===== config.mk =====
export PLATFORM = sky130hd
export DESIGN_NAME = acps_top
export DESIGN_NICKNAME = d
export VERILOG_FILES = /design/src/shared/acps_pkg.sv /design/src/shared/acps_slot_if.sv /design/src/logic/acps_slot_store.sv /design/src/logic/acps_top.sv
export SDC_FILE = /design/constraint.sdc
export NUM_CORES = 2
export LEC_CHECK = 0
export ABC_AREA = 1
export BUFFER_PORTS_ARGS = -buffer_cell sky130_fd_sc_hd__buf_2
export CORE_MARGIN = 1.5
export CORE_UTILIZATION = 30
export CTS_CLUSTER_DIAMETER = 30
export CTS_CLUSTER_SIZE = 40
export DETAILED_ROUTE_END_ITERATION = 8
export PLACE_DENSITY_LB_ADDON = 0.12
export SLEW_MARGIN = 20
export SYNTH_ARGS = -nofsm -noshare
export SYNTH_HDL_FRONTEND = slang
export SYNTH_SLANG_ARGS = --single-unit

===== constraint.sdc =====
create_clock -name clk -period 2.2 [get_ports clk]
set_input_delay 0.11 -clock clk [delete_from_list [all_inputs] [get_ports clk]]
set_output_delay 0.11 -clock clk [all_outputs]
set_load 0.01 [all_outputs]

===== src/shared/acps_pkg.sv =====
`default_nettype none
package acps_pkg;
    // ------------------------------------------------------------
    // widths and counts
    // ------------------------------------------------------------
    localparam int unsigned ACPS_VW        = 16;
    localparam int unsigned ACPS_CW        = 16;
    localparam int unsigned ACPS_SLOTS     = 9;
    localparam int unsigned ACPS_NALARM    = 7;
    localparam logic [3:0]  ACPS_SLOT_MIN  = 4'h1;
    localparam logic [3:0]  ACPS_SLOT_MAX  = 4'h9;
    // ------------------------------------------------------------
    // alarm indices
    // ------------------------------------------------------------
    localparam int unsigned ACPS_AL_OV     = 0;
    localparam int unsigned ACPS_AL_OT     = 1;
    localparam int unsigned ACPS_AL_OP     = 2;
    localparam int unsigned ACPS_AL_OC     = 3;
    localparam int unsigned ACPS_AL_PF     = 4;
    localparam int unsigned ACPS_AL_SB     = 5;
    localparam int unsigned ACPS_AL_FO     = 6;
    // ------------------------------------------------------------
    // register offsets (byte addr, word index = byte addr / 4)
    // ------------------------------------------------------------
    localparam logic [7:0]  ACPS_A_CNT0    = 8'h00;
    localparam logic [7:0]  ACPS_A_QCOND   = 8'h20;
    localparam logic [7:0]  ACPS_A_VSET    = 8'h24;
    localparam logic [7:0]  ACPS_A_ISET    = 8'h28;
    localparam logic [7:0]  ACPS_A_OVTH    = 8'h2C;
    localparam logic [7:0]  ACPS_A_OCTH    = 8'h30;
    localparam logic [7:0]  ACPS_A_CMD     = 8'h34;
    localparam logic [7:0]  ACPS_A_RESULT  = 8'h38;
    localparam logic [7:0]  ACPS_A_CTRL    = 8'h3C;
    localparam logic [7:0]  ACPS_A_ISTAT   = 8'h40;
    localparam logic [7:0]  ACPS_A_ICLR    = 8'h44;
    localparam logic [7:0]  ACPS_A_IEN     = 8'h48;
    // ------------------------------------------------------------
    // field positions
    // ------------------------------------------------------------
    localparam int unsigned ACPS_Q_OT      = 3;
    localparam int unsigned ACPS_Q_REM     = 10;
    localparam int unsigned ACPS_Q_ON      = 11;
    localparam int unsigned ACPS_CTRL_ON   = 0;
    localparam int unsigned ACPS_CTRL_REM  = 1;
    localparam int unsigned ACPS_CTRL_OTOF = 2;
    localparam int unsigned ACPS_IRQ_W     = 4;
    localparam int unsigned ACPS_I_ALARM   = 0;
    localparam int unsigned ACPS_I_DONE    = 1;
    localparam int unsigned ACPS_I_REJ     = 2;
    localparam int unsigned ACPS_I_OT      = 3;
    // ------------------------------------------------------------
    // commands: cmd word = {slot[7:4], op[3:0]}
    // ------------------------------------------------------------
    typedef enum logic [3:0] {
        ACPS_OP_SAVE   = 4'h1,
        ACPS_OP_RECALL = 4'h2,
        ACPS_OP_DELETE = 4'h3,
        ACPS_OP_VALID  = 4'h4
    } acps_op_e;
    localparam logic [ACPS_CW-1:0] ACPS_CNT_RST = 16'h0000;
    localparam logic [ACPS_VW-1:0] ACPS_VAL_RST = 16'h0000;
endpackage : acps_pkg
`default_nettype wire


===== src/shared/acps_slot_if.sv =====
`timescale 1ns/1ps
`default_nettype none
interface acps_slot_if;
    logic       we;
    logic       wvld;
    logic [3:0] idx;
    logic [63:0] wdata;
    logic [63:0] rdata;
    logic       rvld;
    modport ctl (output we, wvld, idx, wdata, input rdata, rvld);
    modport mem (input we, wvld, idx, wdata, output rdata, rvld);
endinterface : acps_slot_if
`default_nettype wire


===== src/logic/acps_slot_store.sv =====
`timescale 1ns/1ps
`default_nettype none
// nine-slot preset storage, each slot carries a valid mark
module acps_slot_store (
    input  wire logic clk,
    input  wire logic rst_b,
    acps_slot_if.mem  sif
);
    import acps_pkg::*;

    typedef struct packed {
        logic [ACPS_SLOTS-1:0][63:0] data;
        logic [ACPS_SLOTS-1:0]       vld;
    } acps_store_s;

    acps_store_s st_q;
    acps_store_s st_d;

    always_comb begin
        st_d = st_q;
        if (sif.we) begin
            st_d.data[sif.idx] = sif.wdata;
            st_d.vld[sif.idx]  = sif.wvld;
        end
    end

    always_ff @(posedge clk or negedge rst_b) begin
        if (!rst_b) begin
            st_q <= '0;
        end else begin
            st_q <= st_d;
        end
    end

    // combinational read, index is range checked by the controller
    assign sif.rdata = st_q.data[sif.idx];
    assign sif.rvld  = st_q.vld[sif.idx];
endmodule : acps_slot_store
`default_nettype wire


===== src/logic/acps_top.sv =====
// Functional notes
// - one occurrence counter per alarm type, incremented on each alarm, holding at all ones
// - counters readable anytime, cleared by reset, cleared when read
// - separate counters for overvoltage, overtemperature, overpower, overcurrent, power fail
// - extra counters for share-bus failure and floating overvoltage alarms
// - questionable word bit 10 remote active, bit 11 output on
// - overtemperature alarm sets questionable bit 3, weight 8
// - optional variant: overtemperature clears output-on indication
// - nine slots; recall loads voltage, current, both thresholds into active values
// - save copies four active values into selected slot
// - preset commands executed only while output is off
// - delete zeroes the selected slot's values and sets its valid mark; slot stays writable
// - validity query returns 1 when slot stored correctly, else 0
// - overtemperature bit needs no acknowledge, follows the condition
`timescale 1ns/1ps
`default_nettype none
module acps_top
    import acps_pkg::*;
(
    input  wire logic                     clk,
    input  wire logic                     rst_b,
    input  wire logic [7:0]               addr,
    input  wire logic [31:0]              wdata,
    input  wire logic                     wr,
    input  wire logic                     rd,
    output logic [31:0]                   rdata,
    input  wire logic [ACPS_NALARM-1:0]   alarm_pin,
    output logic                          irq,
    output logic                          out_on,
    output logic [ACPS_VW-1:0]            vset,
    output logic [ACPS_VW-1:0]            iset,
    output logic [ACPS_VW-1:0]            ovth,
    output logic [ACPS_VW-1:0]            octh
);
    import acps_pkg::*;

    // ------------------------------------------------------------
    // state
    // ------------------------------------------------------------
    typedef struct packed {
        logic [ACPS_NALARM-1:0]            s1;
        logic [ACPS_NALARM-1:0]            s2;
        logic [ACPS_NALARM-1:0]            prev;
        logic [ACPS_NALARM-1:0][ACPS_CW-1:0] cnt;
        logic [ACPS_VW-1:0]                vset;
        logic [ACPS_VW-1:0]                iset;
        logic [ACPS_VW-1:0]                ovth;
        logic [ACPS_VW-1:0]                octh;
        logic                              on;
        logic                              rem;
        logic                              otoff;
        logic [1:0]                        result;
        logic [ACPS_IRQ_W-1:0]             ist;
        logic [ACPS_IRQ_W-1:0]             ien;
        logic [31:0]                       rdata;
        logic                              irq;
    } acps_state_s;

    acps_state_s st_q;
    acps_state_s st_d;

    acps_slot_if sif ();

    acps_slot_store u_store (
        .clk   (clk),
        .rst_b (rst_b),
        .sif   (sif)
    );

    // ------------------------------------------------------------
    // helpers
    // ------------------------------------------------------------
    function automatic logic slot_ok(input logic [3:0] s);
        slot_ok = (s >= ACPS_SLOT_MIN) && (s <= ACPS_SLOT_MAX);
    endfunction : slot_ok

    function automatic logic [ACPS_CW-1:0] sat_inc(input logic [ACPS_CW-1:0] c);
        sat_inc = (&c) ? c : c + 16'h0001;
    endfunction : sat_inc

    logic [3:0] cmd_slot;
    logic [3:0] cmd_op;
    logic       cmd_wr;
    logic [63:0] act_word;
    logic [3:0] cnt_idx;

    assign cmd_slot = wdata[7:4];
    assign cmd_op   = wdata[3:0];
    assign cmd_wr   = wr && (addr == ACPS_A_CMD);
    assign act_word = {st_q.vset, st_q.iset, st_q.ovth, st_q.octh};
    assign cnt_idx  = addr[5:2];

    // slot port driven from the command decode
    always_comb begin
        sif.idx   = 4'h0;
        sif.we    = 1'b0;
        sif.wvld  = 1'b0;
        sif.wdata = 64'h0000000000000000;
        if (cmd_wr && slot_ok(cmd_slot) && !st_q.on) begin
            sif.idx = cmd_slot - 4'h1;
            unique case (cmd_op)
                ACPS_OP_SAVE: begin
                    sif.we    = 1'b1;
                    sif.wvld  = 1'b1;
                    sif.wdata = act_word;
                end
                ACPS_OP_DELETE: begin
                    sif.we    = 1'b1;
                    sif.wvld  = 1'b1;
                    sif.wdata = 64'h0000000000000000;
                end
                default: begin
                    sif.we = 1'b0;
                end
            endcase
        end
    end

    // ------------------------------------------------------------
    // next state
    // ------------------------------------------------------------
    always_comb begin
        logic [ACPS_NALARM-1:0] rise;
        logic [ACPS_IRQ_W-1:0]  ev;
        logic                   ot_now;
        logic [15:0]            qcond;
        rise   = '0;
        ev     = '0;
        ot_now = 1'b0;
        qcond  = 16'h0000;
        st_d   = st_q;

        st_d.s1   = alarm_pin;
        st_d.s2   = st_q.s1;
        st_d.prev = st_q.s2;
        rise      = st_q.s2 & ~st_q.prev;
        ot_now    = st_q.s2[ACPS_AL_OT];

        // optional shutdown of output on overtemperature
        if (rise[ACPS_AL_OT] && st_q.otoff) begin
            st_d.on = 1'b0;
        end

        qcond[ACPS_Q_OT]  = ot_now;
        qcond[ACPS_Q_REM] = st_q.rem;
        qcond[ACPS_Q_ON]  = st_q.on;

        st_d.rdata = 32'h00000000;
        if (rd) begin
            if (addr < ACPS_A_QCOND && cnt_idx < 4'h7) begin
                st_d.rdata = {16'h0000, st_q.cnt[cnt_idx]};
                st_d.cnt[cnt_idx] = ACPS_CNT_RST;
            end else begin
                unique case (addr)
                    ACPS_A_QCOND:  st_d.rdata = {16'h0000, qcond};
                    ACPS_A_VSET:   st_d.rdata = {16'h0000, st_q.vset};
                    ACPS_A_ISET:   st_d.rdata = {16'h0000, st_q.iset};
                    ACPS_A_OVTH:   st_d.rdata = {16'h0000, st_q.ovth};
                    ACPS_A_OCTH:   st_d.rdata = {16'h0000, st_q.octh};
                    ACPS_A_RESULT: st_d.rdata = {30'h00000000, st_q.result};
                    ACPS_A_CTRL:   st_d.rdata = {29'h00000000, st_q.otoff, st_q.rem, st_q.on};
                    ACPS_A_ISTAT:  st_d.rdata = {28'h0000000, st_q.ist};
                    ACPS_A_IEN:    st_d.rdata = {28'h0000000, st_q.ien};
                    default:       st_d.rdata = 32'h00000000;
                endcase
            end
        end

        // counting after the read clear so a same-cycle alarm survives
        for (int i = 0; i < ACPS_NALARM; i++) begin
            if (rise[i]) begin
                st_d.cnt[i] = sat_inc(st_d.cnt[i]);
            end
        end

        if (wr) begin
            unique case (addr)
                ACPS_A_VSET: st_d.vset = wdata[15:0];
                ACPS_A_ISET: st_d.iset = wdata[15:0];
                ACPS_A_OVTH: st_d.ovth = wdata[15:0];
                ACPS_A_OCTH: st_d.octh = wdata[15:0];
                ACPS_A_CTRL: begin
                    st_d.on    = wdata[ACPS_CTRL_ON];
                    st_d.rem   = wdata[ACPS_CTRL_REM];
                    st_d.otoff = wdata[ACPS_CTRL_OTOF];
                end
                ACPS_A_ICLR: st_d.ist = st_q.ist & ~wdata[3:0];
                ACPS_A_IEN:  st_d.ien = wdata[3:0];
                default:     st_d.ien = st_q.ien;
            endcase
        end

        if (cmd_wr) begin
            if (!slot_ok(cmd_slot) || st_q.on) begin
                ev[ACPS_I_REJ] = 1'b1;
                st_d.result    = 2'h2;
            end else begin
                ev[ACPS_I_DONE] = 1'b1;
                st_d.result     = 2'h0;
                unique case (cmd_op)
                    ACPS_OP_RECALL: begin
                        st_d.vset = sif.rdata[63:48];
                        st_d.iset = sif.rdata[47:32];
                        st_d.ovth = sif.rdata[31:16];
                        st_d.octh = sif.rdata[15:0];
                    end
                    ACPS_OP_VALID: begin
                        st_d.result = {1'b0, sif.rvld};
                    end
                    ACPS_OP_SAVE, ACPS_OP_DELETE: begin
                        st_d.result = 2'h0;
                    end
                    default: begin
                        ev[ACPS_I_DONE] = 1'b0;
                        ev[ACPS_I_REJ]  = 1'b1;
                        st_d.result     = 2'h2;
                    end
                endcase
            end
        end

        ev[ACPS_I_ALARM] = |rise;
        ev[ACPS_I_OT]    = rise[ACPS_AL_OT];
        // set wins over a clear in the same cycle
        st_d.ist = st_d.ist | ev;
        st_d.irq = |(st_d.ist & st_d.ien);
    end

    always_ff @(posedge clk or negedge rst_b) begin
        if (!rst_b) begin
            st_q <= '0;
        end else begin
            st_q <= st_d;
        end
    end

    // ------------------------------------------------------------
    // outputs
    // ------------------------------------------------------------
    assign rdata  = st_q.rdata;
    assign irq    = st_q.irq;
    assign out_on = st_q.on;
    assign vset   = st_q.vset;
    assign iset   = st_q.iset;
    assign ovth   = st_q.ovth;
    assign octh   = st_q.octh;
endmodule : acps_top
`default_nettype wire


[Word-level counts from Yosys, hierarchy flattened]
Index checks and enable logic that the tools add are counted.
Word-level totals
  register bits: 828
  word-level logic and storage cells: 152
  output and inout bits: 98
  input port bits: 51
Operators by class
  mux-type cells: 57
  eq/ne operators: 15
  reduce and logical (&&, ||, !) cells: 24
  $lt $le $gt $ge: 8
  add/sub/neg operators: 8
  bitwise gates (word level): 8
Operators by type and width (count)
  576-bit bitwise mux: 1
  64-bit 2-to-1 mux: 7
  16-bit 2-to-1 mux: 22
  64-bit binary-select mux with 4-bit select: 1
  64-bit demux with 4-bit select: 1
  112-bit 2-to-1 mux: 2
  16-bit one-hot mux with 9 select lines: 1
  16-bit by 1-bit adder with 16-bit output (second input constant): 7
  112-bit bitwise AND: 1
  112-bit NOT: 1
  16-bit AND reduction: 7
  67-bit 2-to-1 mux: 1
  8-bit by 6-bit equality test with 1-bit output (second input constant): 8
  16-bit binary-select mux with 3-bit select: 1
  16-bit demux with 3-bit select: 1
  8-bit by 7-bit equality test with 1-bit output (second input constant): 3
  4-bit by 1-bit greater-or-equal comparator with 1-bit output (second input constant): 3
  4-bit 2-to-1 mux: 3
  9-bit bitwise mux: 1
  4-bit bitwise AND: 2
  4-bit by 2-bit equality test with 1-bit output (second input constant): 2
  1-bit logical AND: 8
  8-bit by 6-bit less-than comparator with 1-bit output (second input constant): 1
  8-bit 2-to-1 mux: 1
  other kinds (24): 34

[Longest topological paths before layout]
  depth in word-level cells: 11
  depth in mapped cells: 23
  mapped depth without buffers: 17

[Cells and area by module]
A second synthesis with hierarchy kept.
Unflattened totals
  cell total of the unflattened synthesis: 5853
  area total of the unflattened synthesis: 42713.5 um^2
By module, submodules not included
  acps_slot_store: seq. area each 14639.0 um^2, instances 1, area an instance 26962.1 um^2, cells each 3571
  acps_top: seq. area each 5680.4 um^2, instances 1, area an instance 15751.4 um^2, cells each 2282

[Worst setup path after synthesis]
Ideal clock, no wire load.
  path type: input port to flip-flop
  start point: input port wdata[4]
  end point: register u_store.st_q[583] (netlist bit)
  setup time: 0.133 ns
  slack: -0.518 ns
  cell stages on the path: 18
  arrival time: 2.586 ns
  data required time: 2.067 ns
  buffers on the path: 5
  cells stage by stage: buf_2 inv_2 clkbuf_1 clkbuf_1 ha_1 nand2_1 nand2_1 nand2_1 nand2_1 nand3_4 nor2_8 inv_2 nor2_4 nand3_2 buf_2 buf_2 nand2_1 o21ai_0
On the way
  cells in the longest elaborated chain, start to end: 10
  elaborated cells between the ends (all ways): 15
  those cells by class: add/sub (1); order compare (4); mux (6); reduce/logical (4)
Ends and longest elaborated chain
  start, declared: RTL line acps_top.sv:23  | input wire logic [31:0] wdata,
  4-bit by 1-bit greater-or-equal comparator with 1-bit output / 4-bit less-or-equal comparator (equally long branches): RTL line acps_top.sv:74  | slot_ok = (s >= ACPS_SLOT_MIN) && (s <= ACPS_SLOT_MAX);
  1-bit logical AND: RTL line acps_top.sv:74
  1-bit logical AND (2 in series): RTL line acps_top.sv:99  | if (cmd_wr && slot_ok(cmd_slot) && !st_q.on) begin
  4-bit 2-to-1 mux: RTL line acps_top.sv:99
  4-bit by 5-bit less-than comparator with 1-bit output (implied by the code) / 4-bit by 1-bit greater-or-equal comparator with 1-bit output (equally long branches): RTL line acps_slot_store.sv:22  | st_d.data[sif.idx] = sif.wdata;
  1-bit logical AND (implied by the code): RTL line acps_slot_store.sv:22
  64-bit 2-to-1 mux (implied by the code): RTL line acps_slot_store.sv:22
  64-bit demux with 4-bit select
  576-bit bitwise mux: RTL line acps_slot_store.sv:22
  end signal, assigned: RTL line acps_slot_store.sv:31  | st_q <= st_d;
  end, declared: RTL line acps_slot_store.sv:16  | acps_store_s st_q;
Parallel ways exist; a longest one is shown, timed or not.
A chain may end at the register's enable or synchronous reset.

==> impl_summary.log <==
[metrics] prevailing post-synth register cell: sky130_fd_sc_hd__dfrtp_1
[metrics] fill count: 13970
[metrics] Data required, critical path: 2920 ps
[metrics] Critical Setup Path Class: in2reg
[metrics] worst-case setup slack after placement: -312.3 ps
[metrics] delay-heaviest family, CP: buffers and inverters
[metrics] number of global-route vias before repair: between 30000 and 40000
[metrics] total global-route track usage: 23.15%
[metrics] power share of the clock group: between 60% and 70%
[metrics] capture point of the worst reg-to-reg path: u_store.st_q[570]
[metrics] worst clock skew on the final layout: ~88 ps
[metrics] Final Slew Violations: 0
[metrics] remaining design rule violation count: 0
[metrics] Slew headroom: 55.72%
[metrics] area of all sequential standard cells: between 20000 and 25000 um^2
[metrics] sort of element at the start of the critical path: input port
[metrics] clock tree from TritonCTS: built
[metrics] Reg-to-Reg Start: out_on
[metrics] Worst-path clk slew: around 40 ps
[metrics] number of cells on the worst reg-to-reg path: 10
[metrics] post-detailed-route via-to-cell ratio: between 4 and 5
[metrics] Initial DRT Pass Iterations: 6
[metrics] switching power of the nets: approximately 13000 uW
[metrics] number of enable flip-flop cells after synthesis: 0
[metrics] antenna viol nets, final: 0
[metrics] initial antenna violation count: 4
[metrics] synthesis warning total: 0
[metrics] post-layout total power: 55670 uW
[metrics] Worst VDD drop: between 0.0006 and 0.0007 V
[metrics] count of mapped cells out of synthesis: 5580
[metrics] Overflow after GRT: 0
[metrics] critical hold path startpoint: alarm_pin[1]
[metrics] gp weighted congestion: roughly 0.90
[metrics] sort of element at the end of the critical path: flop
[metrics] largest net degree at the start of global routing: between 100 and 150
[metrics] Synth async-reset ratio: between 90% and 100%
[metrics] portion of total power attributed to combinational logic: under 10%
[metrics] Max stage delay cell, worst path: sky130_fd_sc_hd__dlygate4sd3_1
[metrics] WL/cell: slightly below 20 um
[metrics] Internal Pwr Total: between 40000 and 50000 uW
[metrics] standby leakage power: around 0.028 uW
[metrics] final total negative setup slack: 0 ps
[metrics] wire length of the first global-routing pass: 247.1 mm
[metrics] Top cell by count, worst path: sky130_fd_sc_hd__inv_1
[metrics] final hold violation count: 0
[metrics] HPWL after DPL: between 100 and 150 mm
[metrics] detailed route wirelength on metal2: just over 70 mm
[metrics] most area-consuming cells after synthesis: sky130_fd_sc_hd__dfrtp_1 49%, sky130_fd_sc_hd__nand2_1 18%, sky130_fd_sc_hd__o21ai_0 5.1%
[metrics] post-route cell area: 57670 um^2
[metrics] Hold Path Class: in2reg
[metrics] number of buffers created by CTS: approximately 240
[metrics] critical path, cell by cell: dlygate4sd3_1, buf_2, nor2_1, dlygate4sd3_1, buf_4, inv_1, nor3_1, nand2_2, clkinv_2, buf_12, nand2_1, inv_1, nand3_1, nand2_1, inv_1
[metrics] synthesized area per cell: 7.455 um^2
[metrics] minimum setup slack among reg-to-reg paths: about 80 ps
[metrics] final setup violating endpoints: 0
[metrics] Top-Level Pins: approximately 150
[metrics] number of maximum-capacitance violations: 0
[metrics] Non-Filler Instances: ~8000
[metrics] Routed met1 length: 77.95 mm
[metrics] clock net sink count: slightly above 800
[metrics] met3 WL post-DR: approximately 9.3 mm
[metrics] Cell Pwr Density: just under 1000 nW/um^2
[metrics] net count reported at finish: 6260
[metrics] sequential share of power: 28.6%
[metrics] crit path buf inv count: 9
[metrics] total length of routed wires: 162.6 mm
[metrics] maximum single-stage delay on the critical path: 550 ps
[metrics] number of distinct standard cells referenced by the synthesized netlist: between 40 and 50
[metrics] Top Layer Used: met4
[metrics] Initial Utilization: slightly above 30%
[metrics] mapped cell area: a little over 40000 um^2
[metrics] Area growth syn-to-layout: 38.63%
[metrics] multi-input combinational cell area: between 15000 and 20000 um^2
[metrics] setup ws final: approximately 52 ps
[metrics] clock latency on the worst-skew pair: 860 ps
[metrics] cell depth of the worst hold path: 2
[metrics] routed via count: 39020
[metrics] CTS H-tree lvls: 4
[metrics] core box area: 137500 um^2
[metrics] final period utilization: 97.62%
[metrics] Max Buffers Root-to-Sink: 3
[metrics] switch share: between 20% and 30%
[metrics] Clk Tree Root Cell: sky130_fd_sc_hd__clkbuf_16
[metrics] cell area after placement: slightly below 50000 um^2
[metrics] num rows: between 100 and 150
[metrics] die boundary width: around 380 um
[metrics] sequential element share of the synthesized area: 48.85%
[metrics] share of post-route cells with drive strength above 1: 19.01%
[metrics] Placed Cells incl. Taps: about 7700
[metrics] outcome: completed
[metrics] Synth Register Bits: about 810
[metrics] Crit Path Max Fanout: 20
[metrics] unrepaired setup endpoints after global routing: true
[metrics] number of port buffers: ~120
[metrics] post-layout minimum cycle time: around 2100 ps
[metrics] Initial DRC Count: between 3000 and 4000
[metrics] library cell occupying the most area in the post-synthesis netlist: sky130_fd_sc_hd__dfrtp_1
[metrics] area share of the largest cell type after synthesis: between 40% and 50%
[metrics] actual slew at the worst max-slew pin: ~660 ps
[metrics] overall die height: 375.4 um
[metrics] maximum achievable frequency: 465.6 MHz
[metrics] hold path endpoint: st_d[230]
[metrics] floorplan die area: roughly 140000 um^2
[metrics] endpoint arrival time on the critical path: 2870 ps
cells in the final DEF, fill, tap and decap left out, types with 6 or more instances in the layout:
master,synthesis,routed
sky130_fd_sc_hd__nand3_1,307,304
sky130_fd_sc_hd__nor2_2,9,9
sky130_fd_sc_hd__dlygate4sd3_1,0,40
sky130_fd_sc_hd__buf_2,153,111
sky130_fd_sc_hd__clkinv_1,7,7
sky130_fd_sc_hd__nor2_4,3,12
sky130_fd_sc_hd__o22ai_1,27,27
sky130_fd_sc_hd__conb_1,1,16
sky130_fd_sc_hd__a21oi_1,29,29
sky130_fd_sc_hd__clkinv_4,1,8
sky130_fd_sc_hd__nor2_1,396,387
sky130_fd_sc_hd__clkinv_16,0,9
sky130_fd_sc_hd__buf_12,0,97
sky130_fd_sc_hd__nand2_1,1976,1957
sky130_fd_sc_hd__o21ai_0,424,414
sky130_fd_sc_hd__nand3_4,1,9
sky130_fd_sc_hd__buf_4,115,490
sky130_fd_sc_hd__clkinvlp_4,0,17
sky130_fd_sc_hd__inv_1,565,562
sky130_fd_sc_hd__mux2i_1,6,6
sky130_fd_sc_hd__o211ai_1,38,38
sky130_fd_sc_hd__xor2_1,38,38
sky130_fd_sc_hd__o2111ai_1,7,7
sky130_fd_sc_hd__clkbuf_8,0,33
sky130_fd_sc_hd__nand2_4,3,12
sky130_fd_sc_hd__a221oi_1,14,14
sky130_fd_sc_hd__dfrtp_1,812,812
sky130_fd_sc_hd__o21ai_1,337,347
sky130_fd_sc_hd__o221ai_1,13,13
sky130_fd_sc_hd__nand2_2,5,14
sky130_fd_sc_hd__nand4_1,71,71
sky130_fd_sc_hd__inv_2,11,10
sky130_fd_sc_hd__clkbuf_1,103,25
sky130_fd_sc_hd__xnor2_1,19,19
sky130_fd_sc_hd__clkbuf_16,0,237
sky130_fd_sc_hd__bufinv_16,0,49
sky130_fd_sc_hd__clkinv_2,0,58
sky130_fd_sc_hd__nor3_1,22,18
registers in the layout (all words and copies together), names as in the netlist:
| register | cells |
|---|---|
| u_store.st_q | 585 |
| st_q | 131 |
| iset | 16 |
| octh | 16 |
| ovth | 16 |
| rdata | 16 |
| vset | 16 |
| st_d | 14 |
| irq | 1 |
| out_on | 1 |
stage by stage:
step / util (%) / hold WS (ps)
final: 41.94 / 40.19
after global routing: 41.94 / 32.59
after CTS: 41.75 / 1.411
after detailed placement: 35.08 / 24.68
after global placement: 35.08 / 33.72
after floorplan: - / -185.6
routing by layer:
| metal | track usage (%) | vias up |
|---|---|---|
| li1 | - | 18970 |
| met5 | 0 | - |
| met4 | 7.020 | 0 |
| met2 | 35.20 | 1083 |
| met3 | 4.154 | 224 |
| met1 | 33.27 | 18740 |
power groups by stage:
| stage | clock network, uW | logic, uW | registers [uW] |
|---|---|---|---|
| 5_1_grt | 38300 | 3180 | 15900 |
| 3_5_place_dp | 0 | 2780 | 16100 |
| 4_1_cts | 37400 | 2850 | 15900 |
| 2_1_floorplan | 0 | 1430 | 15800 |
| 6_report | 36900 | 2850 | 15900 |
| 3_3_place_gp | 0 | 2740 | 16100 |
worst max path at each step:
stage | from | endpoint | slack [ps] | depth (start not counted)
finish | wdata[3] | iset[9] | 50 | 15
floorplan | wdata[4] | u_store.st_q[577] | 2 | 18
detailed placement | wdata[5] | octh[0] | -310 | 16
global route | addr[2] | st_q[196] | -30 | 18
global placement | addr[3] | st_q[142] | -300 | 16
CTS | out_on | octh[0] | 20 | 10
area by class of cell:
cell class                      count  area share [%]
Tap cell                         1794           3.892
Sequential cell                   812           35.23
Antenna cell                        1        0.004339
Multi-Input combinational cell   3817           30.14
Clock inverter                    145           4.005
Clock buffer                      293           11.15
Timing Repair Buffer              750           11.74
Inverter                          584           3.829
cell families (layout without fill, tap and decap cells):
kind of cell	Yosys count	in the layout	share of synthesized area, %
buffers and inverters	966	1772	10.28
muxes	8	8	0.1985
and+or+nand+nor	2817	2817	27.46
other	1	17	0.009015
xor gates and xnor gates	57	57	1.200
adders and majority gates	9	9	0.2707
AOI/OAI and AO/OA	910	910	11.74
DFF	812	812	48.85
timing repair:
item                       in CTS  in global routing
setup endpoints to repair       0                267
hold buffers                   42                  0
gates resized for setup         0                 37
hold endpoints to repair      885                  0
setup buffers                   0                 10
cell usage after synthesis (all sizes together), types with 6 or more instances:
master / instances
nand2: 1984
dfrtp: 812
o21ai: 762
inv: 576
nor2: 412
nand3: 318
buf: 278
clkbuf: 104
nand4: 72
o211ai: 38
xor2: 38
a21oi: 30
o22ai: 27
nor3: 22
xnor2: 19
a221oi: 14
o221ai: 13
ha: 9
clkinv: 8
o2111ai: 7
mux2i: 6
worst register-to-register path, cell delays in order, from the launching register on:
cell and delay, ps:
sky130_fd_sc_hd__dfrtp_1 390, sky130_fd_sc_hd__inv_2 150, sky130_fd_sc_hd__buf_4 150, sky130_fd_sc_hd__nand3_4 140
sky130_fd_sc_hd__nor2_8 250, sky130_fd_sc_hd__inv_4 60, sky130_fd_sc_hd__nor2_4 220, sky130_fd_sc_hd__nand3_4 130
sky130_fd_sc_hd__buf_12 220, sky130_fd_sc_hd__nand2_1 190, sky130_fd_sc_hd__o21ai_1 70
No activity file was read; power rests on OpenSTA's default activity.
